==> config.mk <==
export PLATFORM = sky130hd
export DESIGN_NAME = ifp_interrupt_unit
export DESIGN_NICKNAME = d
export VERILOG_FILES = /design/src/logic/ifp_pkg.sv /design/src/logic/ifp_poll_arbiter.sv /design/src/logic/ifp_service_stack.sv /design/src/logic/ifp_interrupt_unit.sv
export SDC_FILE = /design/constraint.sdc
export NUM_CORES = 1
export LEC_CHECK = 0
export BUFFER_PORTS_ARGS = -buffer_cell sky130_fd_sc_hd__buf_4
export CAP_MARGIN = 20
export CORE_MARGIN = 4
export CORE_UTILIZATION = 57
export CTS_CLUSTER_DIAMETER = 200
export DETAILED_ROUTE_END_ITERATION = 16
export MAX_ROUTING_LAYER = met4
export PLACE_DENSITY = 0.83
export SLEW_MARGIN = 20
export SYNTH_ARGS = -nofsm -noshare
export SYNTH_HDL_FRONTEND = slang
export SYNTH_SLANG_ARGS = --single-unit
==> constraint.sdc <==
create_clock -name clk -period 2 [get_ports clk]
set_input_delay 0.6 -clock clk [delete_from_list [all_inputs] [get_ports clk]]
set_output_delay 0.6 -clock clk [all_outputs]
set_load 0.1 [all_outputs]
==> src/logic/ifp_pkg.sv <==
`default_nettype none
package ifp_pkg;

	// ----------------------------------------------------------------
	// Sizes and types
	// ----------------------------------------------------------------
	localparam int IFP_NUM_SRC = 18;
	localparam int IFP_NUM_GRP = 6;
	localparam int IFP_NUM_LVL = 4;

	typedef logic [4:0] ifp_src_t;
	typedef logic [1:0] ifp_level_t;
	typedef logic [7:0] ifp_byte_t;

	// ----------------------------------------------------------------
	// Register offsets, masks and reset values
	// ----------------------------------------------------------------
	localparam ifp_byte_t IFP_OFS_PRIO_LOW = 8'ha9;
	localparam ifp_byte_t IFP_OFS_PRIO_HIGH = 8'hb9;
	localparam ifp_byte_t IFP_OFS_FLAGS_FOUR = 8'hc0;
	localparam ifp_byte_t IFP_OFS_FLAGS_FIVE = 8'he8;
	localparam ifp_byte_t IFP_MASK_FLAGS_FOUR = 8'hbf;
	localparam ifp_byte_t IFP_MASK_FLAGS_FIVE = 8'h1f;
	localparam logic [5:0] IFP_RST_PRIO = 6'h00;
	localparam ifp_byte_t IFP_RST_FLAGS = 8'h00;
	localparam ifp_byte_t IFP_READ_IDLE = 8'h00;

	// ----------------------------------------------------------------
	// Field positions
	// ----------------------------------------------------------------
	localparam int IFP_BIT_SLEEP = 7;
	localparam int IFP_BIT_PORT0 = 5;
	localparam int IFP_BIT_TIMER4 = 4;
	localparam int IFP_BIT_TIMER3 = 3;
	localparam int IFP_BIT_TIMER2 = 2;
	localparam int IFP_BIT_TIMER1 = 1;
	localparam int IFP_BIT_XFER = 0;
	localparam int IFP_BIT_WDOG = 4;
	localparam int IFP_BIT_PORT1 = 3;
	localparam int IFP_BIT_STX1 = 2;
	localparam int IFP_BIT_STX0 = 1;
	localparam int IFP_BIT_PORT2 = 0;

	// ----------------------------------------------------------------
	// Source numbers
	// ----------------------------------------------------------------
	localparam ifp_src_t IFP_SRC_RADIO_FIFO_ERROR_SOURCE = 5'h00;
	localparam ifp_src_t IFP_SRC_CONV = 5'h01;
	localparam ifp_src_t IFP_SRC_SRX0 = 5'h02;
	localparam ifp_src_t IFP_SRC_SRX1 = 5'h03;
	localparam ifp_src_t IFP_SRC_CIPHER = 5'h04;
	localparam ifp_src_t IFP_SRC_SLEEP = 5'h05;
	localparam ifp_src_t IFP_SRC_PORT2 = 5'h06;
	localparam ifp_src_t IFP_SRC_STX0 = 5'h07;
	localparam ifp_src_t IFP_SRC_XFER = 5'h08;
	localparam ifp_src_t IFP_SRC_TIMER1 = 5'h09;
	localparam ifp_src_t IFP_SRC_TIMER2 = 5'h0a;
	localparam ifp_src_t IFP_SRC_TIMER3 = 5'h0b;
	localparam ifp_src_t IFP_SRC_TIMER4 = 5'h0c;
	localparam ifp_src_t IFP_SRC_PORT0 = 5'h0d;
	localparam ifp_src_t IFP_SRC_STX1 = 5'h0e;
	localparam ifp_src_t IFP_SRC_PORT1 = 5'h0f;
	localparam ifp_src_t IFP_SRC_RADIO = 5'h10;
	localparam ifp_src_t IFP_SRC_WDOG = 5'h11;

	// Fixed polling order, first entry wins a tie
	localparam ifp_src_t IFP_POLL_ORDER [IFP_NUM_SRC] = '{
		5'h00, 5'h10, 5'h08, 5'h01, 5'h09, 5'h02, 5'h0a, 5'h03, 5'h0b,
		5'h04, 5'h0c, 5'h05, 5'h0d, 5'h06, 5'h07, 5'h0e, 5'h0f, 5'h11};

	// Priority group of each source, indexed by source number
	localparam logic [2:0] IFP_SRC_GROUP [IFP_NUM_SRC] = '{
		3'h0, 3'h1, 3'h2, 3'h3, 3'h4, 3'h5, 3'h1, 3'h2, 3'h0,
		3'h1, 3'h2, 3'h3, 3'h4, 3'h5, 3'h3, 3'h4, 3'h0, 3'h5};

	// ----------------------------------------------------------------
	// Timing in machine cycles
	// ----------------------------------------------------------------
	localparam int IFP_DETECT_CYCLES = 1;
	localparam int IFP_CALL_CYCLES = 6;
	localparam int IFP_RESPONSE_CYCLES = IFP_DETECT_CYCLES + IFP_CALL_CYCLES;
	localparam logic [2:0] IFP_CALL_LOAD = 3'(IFP_CALL_CYCLES);

	// ----------------------------------------------------------------
	// Carriers
	// ----------------------------------------------------------------
	typedef struct packed {
		logic sleepTimer;
		logic portZero;
		logic timerFour;
		logic timerThree;
		logic timerTwo;
		logic timerOne;
		logic transferDone;
		logic watchdog;
		logic portOne;
		logic serialOneTx;
		logic serialZeroTx;
		logic portTwo;
	} ifp_set_s;

	typedef struct packed {
		logic radioFifoError;
		logic radioGeneral;
		logic converter;
		logic serialZeroRx;
		logic serialOneRx;
		logic cipher;
	} ifp_outside_s;

	typedef struct packed {
		logic valid;
		ifp_src_t number;
		ifp_level_t level;
	} ifp_req_s;

	// Pair decode, high bit first
	function automatic ifp_level_t ifp_decode_level(input logic hi, input logic lo);
		return {hi, lo};
	endfunction

endpackage
`default_nettype wire

==> src/logic/ifp_poll_arbiter.sv <==
`timescale 1ns/100ps
`default_nettype none
module ifp_poll_arbiter (
	input wire logic [ifp_pkg::IFP_NUM_SRC-1:0] pending, // Pending vector by source
	input wire logic [ifp_pkg::IFP_NUM_GRP-1:0] prioHigh, // Group high bits
	input wire logic [ifp_pkg::IFP_NUM_GRP-1:0] prioLow, // Group low bits
	input wire logic serviceActive, // A routine is running
	input wire ifp_pkg::ifp_level_t serviceLevel, // Level in service
	output ifp_pkg::ifp_req_s winner // Selected request
);
	import ifp_pkg::*;

	// ----------------------------------------------------------------
	// Group levels
	// ----------------------------------------------------------------
	ifp_level_t groupLevel [IFP_NUM_GRP];

	for (genvar g = 0; g < IFP_NUM_GRP; g++) begin : g_lvl
		assign groupLevel[g] = ifp_decode_level(prioHigh[g], prioLow[g]);
	end

	// ----------------------------------------------------------------
	// Selection
	// ----------------------------------------------------------------
	always_comb begin
		ifp_src_t src;
		ifp_level_t lv;
		logic eligible;
		src = '0;
		lv = '0;
		eligible = 1'b0;
		winner = '0;
		for (int i = 0; i < IFP_NUM_SRC; i++) begin
			src = IFP_POLL_ORDER[i];
			lv = groupLevel[IFP_SRC_GROUP[src]];
			// Only strictly higher than the running level may go
			eligible = pending[src] && (!serviceActive || (lv > serviceLevel));
			// Strict compare keeps the earlier polled source on a tie
			if (eligible && (!winner.valid || (lv > winner.level))) begin
				winner.valid = 1'b1;
				winner.number = src;
				winner.level = lv;
			end
		end
	end

endmodule // ifp_poll_arbiter
`default_nettype wire

==> src/logic/ifp_service_stack.sv <==
`timescale 1ns/100ps
`default_nettype none
module ifp_service_stack (
	input wire logic clk, // System clock
	input wire logic rstN, // Synchronised reset, active low
	input wire logic push, // Routine entered
	input wire ifp_pkg::ifp_level_t pushLevel, // Its level
	input wire logic pop, // Return from interrupt
	output logic active, // Some routine in service
	output ifp_pkg::ifp_level_t level // Highest level in service
);
	import ifp_pkg::*;

	logic [IFP_NUM_LVL-1:0] inService_r;
	logic [IFP_NUM_LVL-1:0] inService_nxt;
	logic [IFP_NUM_LVL-1:0] topBit;

	// ----------------------------------------------------------------
	// Nesting mask
	// ----------------------------------------------------------------
	function automatic logic [IFP_NUM_LVL-1:0] highest(input logic [IFP_NUM_LVL-1:0] m);
		logic [IFP_NUM_LVL-1:0] r;
		r = '0;
		for (int i = 0; i < IFP_NUM_LVL; i++) begin
			if (m[i]) begin
				r = '0;
				r[i] = 1'b1;
			end
		end
		return r;
	endfunction

	assign topBit = highest(inService_r);
	assign active = |inService_r;
	assign level = topBit[3] ? 2'h3 : topBit[2] ? 2'h2 : topBit[1] ? 2'h1 : 2'h0;
	// Return clears the most recent, which is always the highest
	assign inService_nxt = (inService_r & ~(pop ? topBit : '0))
		| (push ? (4'h1 << pushLevel) : 4'h0);

	always_ff @(posedge clk or negedge rstN) begin
		if (!rstN) begin
			inService_r <= '0;
		end else begin
			inService_r <= inService_nxt;
		end
	end
endmodule // ifp_service_stack
`default_nettype wire

==> src/logic/ifp_interrupt_unit.sv <==
`timescale 1ns/100ps
`default_nettype none
module ifp_interrupt_unit #(
	parameter logic [15:0] VECTOR_BASE = 16'h0003, // First vector address
	parameter logic [15:0] VECTOR_STRIDE = 16'h0008 // Vector spacing
) (
	input wire logic clk, // System clock, 25 MHz
	input wire logic rst_n, // Asynchronous reset, active low
	input wire ifp_pkg::ifp_byte_t regAddr, // Register address
	input wire ifp_pkg::ifp_byte_t regWdata, // Write data
	input wire logic regWr, // Write strobe
	input wire logic regRd, // Read strobe
	output ifp_pkg::ifp_byte_t regRdata, // Read data, cycle after strobe
	input wire ifp_pkg::ifp_set_s setEvents, // Source event pulses
	input wire ifp_pkg::ifp_outside_s outsideFlags, // Flags held elsewhere
	input wire logic instrBoundary, // Core can take a request
	input wire logic retiDone, // Core returned from a routine
	output ifp_pkg::ifp_req_s request, // Presented request
	output logic forcedLongCall, // Forced call in progress
	output logic [15:0] vectorAddr, // Target of forced call
	output logic ackPulse, // One cycle after a take
	output ifp_pkg::ifp_src_t ackNumber, // Source that was taken
	output logic serviceActive, // Routine in service
	output ifp_pkg::ifp_level_t serviceLevel // Level in service
);
	import ifp_pkg::*;

	// ----------------------------------------------------------------
	// Reset release
	// ----------------------------------------------------------------
	logic rstMeta_r;
	logic rstSync_r;
	logic rstN;

	always_ff @(posedge clk or negedge rst_n) begin
		if (!rst_n) begin
			rstMeta_r <= 1'b0;
			rstSync_r <= 1'b0;
		end else begin
			rstMeta_r <= 1'b1;
			rstSync_r <= rstMeta_r;
		end
	end

	assign rstN = rstSync_r;

	// ----------------------------------------------------------------
	// Storage
	// ----------------------------------------------------------------
	logic [5:0] prioLow_r;
	logic [5:0] prioHigh_r;
	ifp_byte_t flagsFour_r;
	ifp_byte_t flagsFive_r;
	ifp_byte_t regRdata_r;
	ifp_req_s request_r;
	logic [2:0] callCount_r;
	logic [15:0] vectorAddr_r;
	logic ackPulse_r;
	ifp_src_t ackNumber_r;

	logic [5:0] prioLow_nxt;
	logic [5:0] prioHigh_nxt;
	ifp_byte_t flagsFour_nxt;
	ifp_byte_t flagsFive_nxt;
	ifp_byte_t readMux;
	ifp_req_s request_nxt;
	logic [2:0] callCount_nxt;

	// ----------------------------------------------------------------
	// Decode
	// ----------------------------------------------------------------
	wire hitLow = regAddr == IFP_OFS_PRIO_LOW;
	wire hitHigh = regAddr == IFP_OFS_PRIO_HIGH;
	wire hitFour = regAddr == IFP_OFS_FLAGS_FOUR;
	wire hitFive = regAddr == IFP_OFS_FLAGS_FIVE;
	wire wrLow = regWr && hitLow;
	wire wrHigh = regWr && hitHigh;
	wire wrFour = regWr && hitFour;
	wire wrFive = regWr && hitFive;
	wire callIdle = callCount_r == 3'h0;
	wire takeNow = request_r.valid && instrBoundary && callIdle;
	wire ifp_src_t takeNum = request_r.number;

	function automatic logic [15:0] vectorOf(input ifp_src_t n);
		return 16'(VECTOR_BASE + (VECTOR_STRIDE * {11'h000, n}));
	endfunction

	// ----------------------------------------------------------------
	// Flag images
	// ----------------------------------------------------------------
	ifp_byte_t setFour;
	ifp_byte_t setFive;
	ifp_byte_t hwClrFour;

	assign setFour = {setEvents.sleepTimer, 1'b0, setEvents.portZero, setEvents.timerFour,
		setEvents.timerThree, setEvents.timerTwo, setEvents.timerOne,
		setEvents.transferDone};
	assign setFive = {3'h0, setEvents.watchdog, setEvents.portOne, setEvents.serialOneTx,
		setEvents.serialZeroTx, setEvents.portTwo};

	// Only the four timer flags clear on vectoring
	assign hwClrFour = takeNow ? {3'h0, takeNum == IFP_SRC_TIMER4, takeNum == IFP_SRC_TIMER3,
		takeNum == IFP_SRC_TIMER2, takeNum == IFP_SRC_TIMER1, 1'b0} : 8'h00;

	// Event set wins over software or hardware clear
	assign flagsFour_nxt = ((wrFour ? regWdata : (flagsFour_r & ~hwClrFour)) | setFour)
		& IFP_MASK_FLAGS_FOUR;
	assign flagsFive_nxt = ((wrFive ? regWdata : flagsFive_r) | setFive)
		& IFP_MASK_FLAGS_FIVE;
	assign prioLow_nxt = wrLow ? regWdata[5:0] : prioLow_r;
	assign prioHigh_nxt = wrHigh ? regWdata[5:0] : prioHigh_r;

	// ----------------------------------------------------------------
	// Pending vector by source number
	// ----------------------------------------------------------------
	logic [IFP_NUM_SRC-1:0] pending;

	assign pending = {
		flagsFive_r[IFP_BIT_WDOG],
		outsideFlags.radioGeneral,
		flagsFive_r[IFP_BIT_PORT1],
		flagsFive_r[IFP_BIT_STX1],
		flagsFour_r[IFP_BIT_PORT0],
		flagsFour_r[IFP_BIT_TIMER4],
		flagsFour_r[IFP_BIT_TIMER3],
		flagsFour_r[IFP_BIT_TIMER2],
		flagsFour_r[IFP_BIT_TIMER1],
		flagsFour_r[IFP_BIT_XFER],
		flagsFive_r[IFP_BIT_STX0],
		flagsFive_r[IFP_BIT_PORT2],
		flagsFour_r[IFP_BIT_SLEEP],
		outsideFlags.cipher,
		outsideFlags.serialOneRx,
		outsideFlags.serialZeroRx,
		outsideFlags.converter,
		outsideFlags.radioFifoError};

	// ----------------------------------------------------------------
	// Arbitration and nesting
	// ----------------------------------------------------------------
	ifp_req_s arbWin;
	logic stackActive;
	ifp_level_t stackLevel;

	ifp_poll_arbiter u_arbiter (
		.pending(pending),
		.prioHigh(prioHigh_r),
		.prioLow(prioLow_r),
		.serviceActive(stackActive),
		.serviceLevel(stackLevel),
		.winner(arbWin)
	);

	ifp_service_stack u_stack (
		.clk(clk),
		.rstN(rstN),
		.push(takeNow),
		.pushLevel(request_r.level),
		.pop(retiDone && stackActive),
		.active(stackActive),
		.level(stackLevel)
	);

	// Detect cycle registers the winner; nothing new while a call runs
	assign request_nxt = (arbWin.valid && callIdle && !takeNow && !retiDone) ? arbWin : '0;
	assign callCount_nxt = takeNow ? IFP_CALL_LOAD
		: (callIdle ? 3'h0 : 3'(callCount_r - 3'h1));

	// ----------------------------------------------------------------
	// Read path
	// ----------------------------------------------------------------
	assign readMux = hitLow ? {2'h0, prioLow_r}
		: hitHigh ? {2'h0, prioHigh_r}
		: hitFour ? flagsFour_r
		: hitFive ? flagsFive_r
		: IFP_READ_IDLE;

	// ----------------------------------------------------------------
	// Registers
	// ----------------------------------------------------------------
	always_ff @(posedge clk or negedge rstN) begin
		if (!rstN) begin
			prioLow_r <= IFP_RST_PRIO;
			prioHigh_r <= IFP_RST_PRIO;
			flagsFour_r <= IFP_RST_FLAGS;
			flagsFive_r <= IFP_RST_FLAGS;
		end else begin
			prioLow_r <= prioLow_nxt;
			prioHigh_r <= prioHigh_nxt;
			flagsFour_r <= flagsFour_nxt;
			flagsFive_r <= flagsFive_nxt;
		end
	end

	always_ff @(posedge clk or negedge rstN) begin
		if (!rstN) begin
			regRdata_r <= IFP_READ_IDLE;
			request_r <= '0;
			callCount_r <= 3'h0;
		end else begin
			regRdata_r <= regRd ? readMux : IFP_READ_IDLE;
			request_r <= request_nxt;
			callCount_r <= callCount_nxt;
		end
	end

	always_ff @(posedge clk or negedge rstN) begin
		if (!rstN) begin
			vectorAddr_r <= 16'h0000;
			ackPulse_r <= 1'b0;
			ackNumber_r <= '0;
		end else begin
			vectorAddr_r <= takeNow ? vectorOf(takeNum) : vectorAddr_r;
			ackPulse_r <= takeNow;
			ackNumber_r <= takeNow ? takeNum : ackNumber_r;
		end
	end

	// ----------------------------------------------------------------
	// Outputs
	// ----------------------------------------------------------------
	assign regRdata = regRdata_r;
	assign request = request_r;
	assign forcedLongCall = !callIdle;
	assign vectorAddr = vectorAddr_r;
	assign ackPulse = ackPulse_r;
	assign ackNumber = ackNumber_r;
	assign serviceActive = stackActive;
	assign serviceLevel = stackLevel;
endmodule // ifp_interrupt_unit
`default_nettype wire

==> results of run 1 <==
[what timing repair did]
item	in CTS
endpoints found under the setup margin	16
setup buffers	23
pin swaps	14
gates cloned	1
resized for setup	49
[per-layer routing]
metal  overflow  track usage [%]
met1          3             77.6
met2        216              107
met3          7             65.0
met4         77             96.6
met5          -                -
[cell families after synthesis]
group / count (synthesis) / synth area share [%]
flops: 55 / 30.8
fa+ha+maj: 34 / 9.46
mux: 10 / 2.49
other cells: 2 / 0.168
simple gates: 189 / 20.5
buf+inv: 56 / 6.47
compound gates: 183 / 30.1
[per-stage QoR]
step / util, % / hold slack [ns] / TNS [ns] / cells
after floorplan: - / 0.304 / -111.59 / 538
after global placement: 83.1 / 0.267 / -111.97 / 832
after detailed placement: 83.1 / 0.271 / -117.28 / 832
after CTS: 89.7 / 0.0223 / -115.25 / 864
==> flow_summary_export.csv, run 1 <==
group,metric,value,unit
status,status,"stopped before the end",
status,stop_stage,"global routing",
status,stop_error,"[ERROR GRT-0232] Routing congestion too high. Check the congestion heatmap in the GUI.",
floorplan,die_height,96.6,um
placement,numPortBuffers,70,
global_route,gr-total-overflow,303,
clocking,htree_levels,2,
floorplan,start_util,58.2,%
clocking,hold_buffers,0,
clocking,cts.sinks,55,
placement,gp_congestion,0.989,
synth,synthTopCellsByCount,"nand2_1, dfrtp_1, o21ai_0, nor2_1, ha_1",
synth,synthTopCellsByArea,"dfrtp_1, ha_1, nand2_1",
synth,synthArstFlopShare,100,%
placement,dpl-instance-area,6390,um^2
synth,ys_types,79,
global_route,grt_max_degree,30,
floorplan,rows,32,
synth,synth_most_common_cell,"nand2_1",
synth,syn_inst,529,
synth,synth_area,4470,um^2
sta,worst_endpoint,"takeNum[0]$_DFF_PN0_/D",
placement,dpl.hpwl,13400,um
synth,synth-edff-count,0,
clocking,clock_path_buffers,2,
synth,yosys.area.top_type,"dfrtp_1",
synth,synth-seq-cells,55,
synth,synth_flop_cell,"dfrtp_1",
placement,preCtsSetupSlack,-16.40,ns
global_route,gr-usage-all-layers,86.1,%
floorplan,ioPinCount,82,
clocking,cts_buffers,5,
synth,synth_top_area_share,30.8,%
synth,ys_warn_count,0,
floorplan,fp.dieW,96.6,um
synth,synth_area_per_cell,8.45,um^2
synth,ys_seq_area_share,30.8,%
sta,endpoint_type,"sequential cell input",
clocking,cts_root_buf,"clkbuf_8",
==> run 2, diff against run 1 <==
--- a/config.mk
+++ b/config.mk
@@ -8,11 +8,9 @@
 export BUFFER_PORTS_ARGS = -buffer_cell sky130_fd_sc_hd__buf_4
 export CAP_MARGIN = 20
 export CORE_MARGIN = 4
-export CORE_UTILIZATION = 57
-export CTS_CLUSTER_DIAMETER = 200
+export CORE_UTILIZATION = 40
 export DETAILED_ROUTE_END_ITERATION = 16
-export MAX_ROUTING_LAYER = met4
-export PLACE_DENSITY = 0.83
+export PLACE_DENSITY_LB_ADDON = 0.15
 export SLEW_MARGIN = 20
 export SYNTH_ARGS = -nofsm -noshare
 export SYNTH_HDL_FRONTEND = slang
==> run 2 against run 1 <==
Compared with the run above:
- the flow now finishes, with violations (setup timing)
- synthesized cell count did not move
- synthesized area did not move
==> flow_summary_export.csv, run 2 <==
group,metric,value,unit
status,status,"complete, but fails checks",
status,violations,"setup timing",
final_layout,drive_gt1_share,55.7,%
clocking,path_clk_slew,0.12,ns
worst_setup_path,regToRegEndpoint,"request[1]",
worst_setup_path,critPathLaunch,"u_stack.inService_r[3]",
route,wl,17600,um
sta,slew_headroom,65.4,%
floorplan,die_height,114,um
clocking,htree_levels,2,
route,num_vias,5348,
placement,dpl-instance-area,6530,um^2
floorplan,fp.dieW,114,um
route,via_per_inst,5.57,
synth,yosys.area.top_type,"dfrtp_1",
sta,whs,0.0286,ns
route,routedWlPerCell,18.3,um
floorplan,start_util,41.1,%
floorplan,rows,38,
sta,maxSlewViolCount,0,
synth,synth_area,4470,um^2
worst_setup_path,cp_num_buf_inv,15,
route,ant_nets,0,
worst_setup_path,worstPathRequired,2.22,ns
worst_setup_path,max_stage_delay,0.48,ns
route,drt_iter0_drc,242,
global_route,grt_max_degree,52,
worst_setup_path,crit_path_end_kind,"register",
worst_setup_path,r2r_setup_slack,-16.25,ns
placement,dpl.hpwl,13100,um
clocking,cts.sinks,55,
route,drc,0,
synth,synthArstFlopShare,100,%
synth,ys_warn_count,0,
worst_setup_path,critical_path_class,"register to register",
final_layout,fill_cells,802,
worst_setup_path,r2r_cells,109,
synth,ys_types,79,
global_route,grt_pass1_wl,27200,um
worst_setup_path,worstPathArrival,18.47,ns
synth,synth-seq-cells,55,
sta,setup_ws,-16.25,ns
synth,synth_area_per_cell,8.45,um^2
route,firstDrtPassIters,5,
clocking,clkLatencyLatePin,0.32,ns
synth,syn_inst,529,
floorplan,ioPinCount,82,
global_route,first_global_vias,5380,
worst_setup_path,endpoint,"request[1]",
pwr,power.leakage,3.64,nW
synth,synth-edff-count,0,
floorplan,core_area,10900,um^2
pwr,vdd_drop_max,1.58,mV
worst_setup_path,cp-start-kind,"register",
global_route,gr-total-overflow,0,
placement,numPortBuffers,70,
sta,period_share,912,%
synth,synthTopCellsByCount,"nand2_1, dfrtp_1, o21ai_0, nor2_1, ha_1",
global_route,antenna_found_initial,0,
sta,finalCriticalPeriod,18.25,ns
placement,gp_congestion,0.961,
synth,ys_seq_area_share,30.8,%
pwr,powerDensity,1490,nW/um^2
min_path,min_path_type,"primary input to asynchronous set/reset pin",
sta,hold_violations,0,
clocking,cts_root_buf,"clkbuf_8",
synth,synth_most_common_cell,"nand2_1",
worst_setup_path,path_depth,109,
synth,synth_top_area_share,30.8,%
clocking,cts_buffers,5,
sta,timing.fmax,0.0548,GHz
final_layout,final_nets,892,
sta,skew,0.0138,ns
final_layout,layout_common_cells,"buf_4, nand2_1, dfrtp_1",
sta,tightest_slew,0.506,ns
worst_setup_path,crit_fanout,5,
synth,synth_flop_cell,"dfrtp_1",
sta,rsz0062_at_grt,"yes",
final_layout,antenna_cells,0,
worst_setup_path,reg2reg_from,"u_stack.inService_r[3]",
worst_setup_path,crit_slowest_cell,"or4_4",
final_layout,mostFrequentLayoutCell,"buf_4",
floorplan,die_area,12900,um^2
sta,final-setup-viol-count,10,
final_layout,area_delta_synth_final,73.3,%
final_layout,fin_area,7750,um^2
worst_setup_path,critPathTopFamily,"compound AO/OA/AOI/OAI gates",
clocking,cts_tree,"done",
global_route,gr-usage-all-layers,26.2,%
clocking,clock_path_buffers,2,
synth,synthTopCellsByArea,"dfrtp_1, ha_1, nand2_1",
final_layout,final_util,71.2,%
worst_setup_path,cp_common_cell,"buf_4",
run,maxCapViolations,0,
run 2: cell counts after synthesis:
No cell type changed its count.
run 2: routing by layer:
metal  wire length (um)  track usage, %  vias up
li1                   -               -     2523
met1               7170            32.6     2603
met2               9020            46.6      186
met3                819            2.55       36
met4                579            10.0        0
met5                  0               0        -
run 2: cell type report:
type	instances	area (um^2)	share of cell area [%]
multi-input combinational	427	3580	46.2
clock inverter	3	33.8	0.436
sequential	55	1380	17.8
inverter	26	105	1.36
timing repair buffer	304	2410	31.1
tap	140	175	2.26
clock buffer	5	68.8	0.888
run 2: cells by family (layout without fill, tap and decap cells):
family	after synthesis	after routing	synth area share [%]
buf+inv	56	338	6.47
mux	10	10	2.49
simple gates	189	189	20.5
compound gates	183	183	30.1
fa+ha+maj	34	34	9.46
flops	55	55	30.8
other cells	2	11	0.168
run 2: worst reg2reg max path: cells and delay by family (launching register included):
kind,cells,cell delay [ns]
simple gates,35,4.29
buf+inv,15,1.83
compound gates,40,6.23
flops,1,0.46
mux,3,0.90
fa+ha+maj,16,4.43
run 2: how the worst min path moves through the flow:
stage | startpoint | end | slack [ns] | depth (start not counted)
after floorplan | rst_n | rstMeta_r | 0.30 | 0
after global placement | rstN | ackNumber[1] | 0.05 | 0
after detailed placement | rstN | ackNumber[1] | 0.06 | 0
after CTS | rst_n | rstMeta_r | 0.03 | 1
after global routing | rst_n | rstMeta_r | 0.01 | 1
final | rst_n | rstMeta_r | 0.03 | 1
run 2: timing repair:
action | 4_1_cts | 5_1_grt
gates cloned | 1 | 0
hold buffers | 0 | 0
endpoints found under the hold margin | 0 | 0
setup endpoints to repair | 15 | 15
setup buffers | 48 | 23
pin swaps | 87 | 69
gates resized for setup | 51 | 69
run 2: power breakdown:
group / internal [mW] / switching (mW) / leakage [nW] / total, mW
sequential: 1.28 / 0.151 / 0.655 / 1.43
combinational: 4.46 / 4.94 / 2.93 / 9.40
clock: 0.267 / 0.433 / 0.0519 / 0.700
run 2: through the flow:
| stage | TNS [ns] | std cells | power (mW) | setup WS [ns] |
|---|---|---|---|---|
| after global placement | -112.75 | 882 | 8.26 | -15.91 |
| final | -114.87 | 960 | 11.5 | -16.25 |
| after floorplan | -111.59 | 538 | 6.09 | -15.90 |
| after CTS | -112.56 | 939 | 10.2 | -15.87 |
| after global routing | -121.25 | 960 | 12.2 | -17.08 |
| after detailed placement | -116.81 | 882 | 8.42 | -16.44 |
Note: power is estimated with default switching activity, not from simulation.
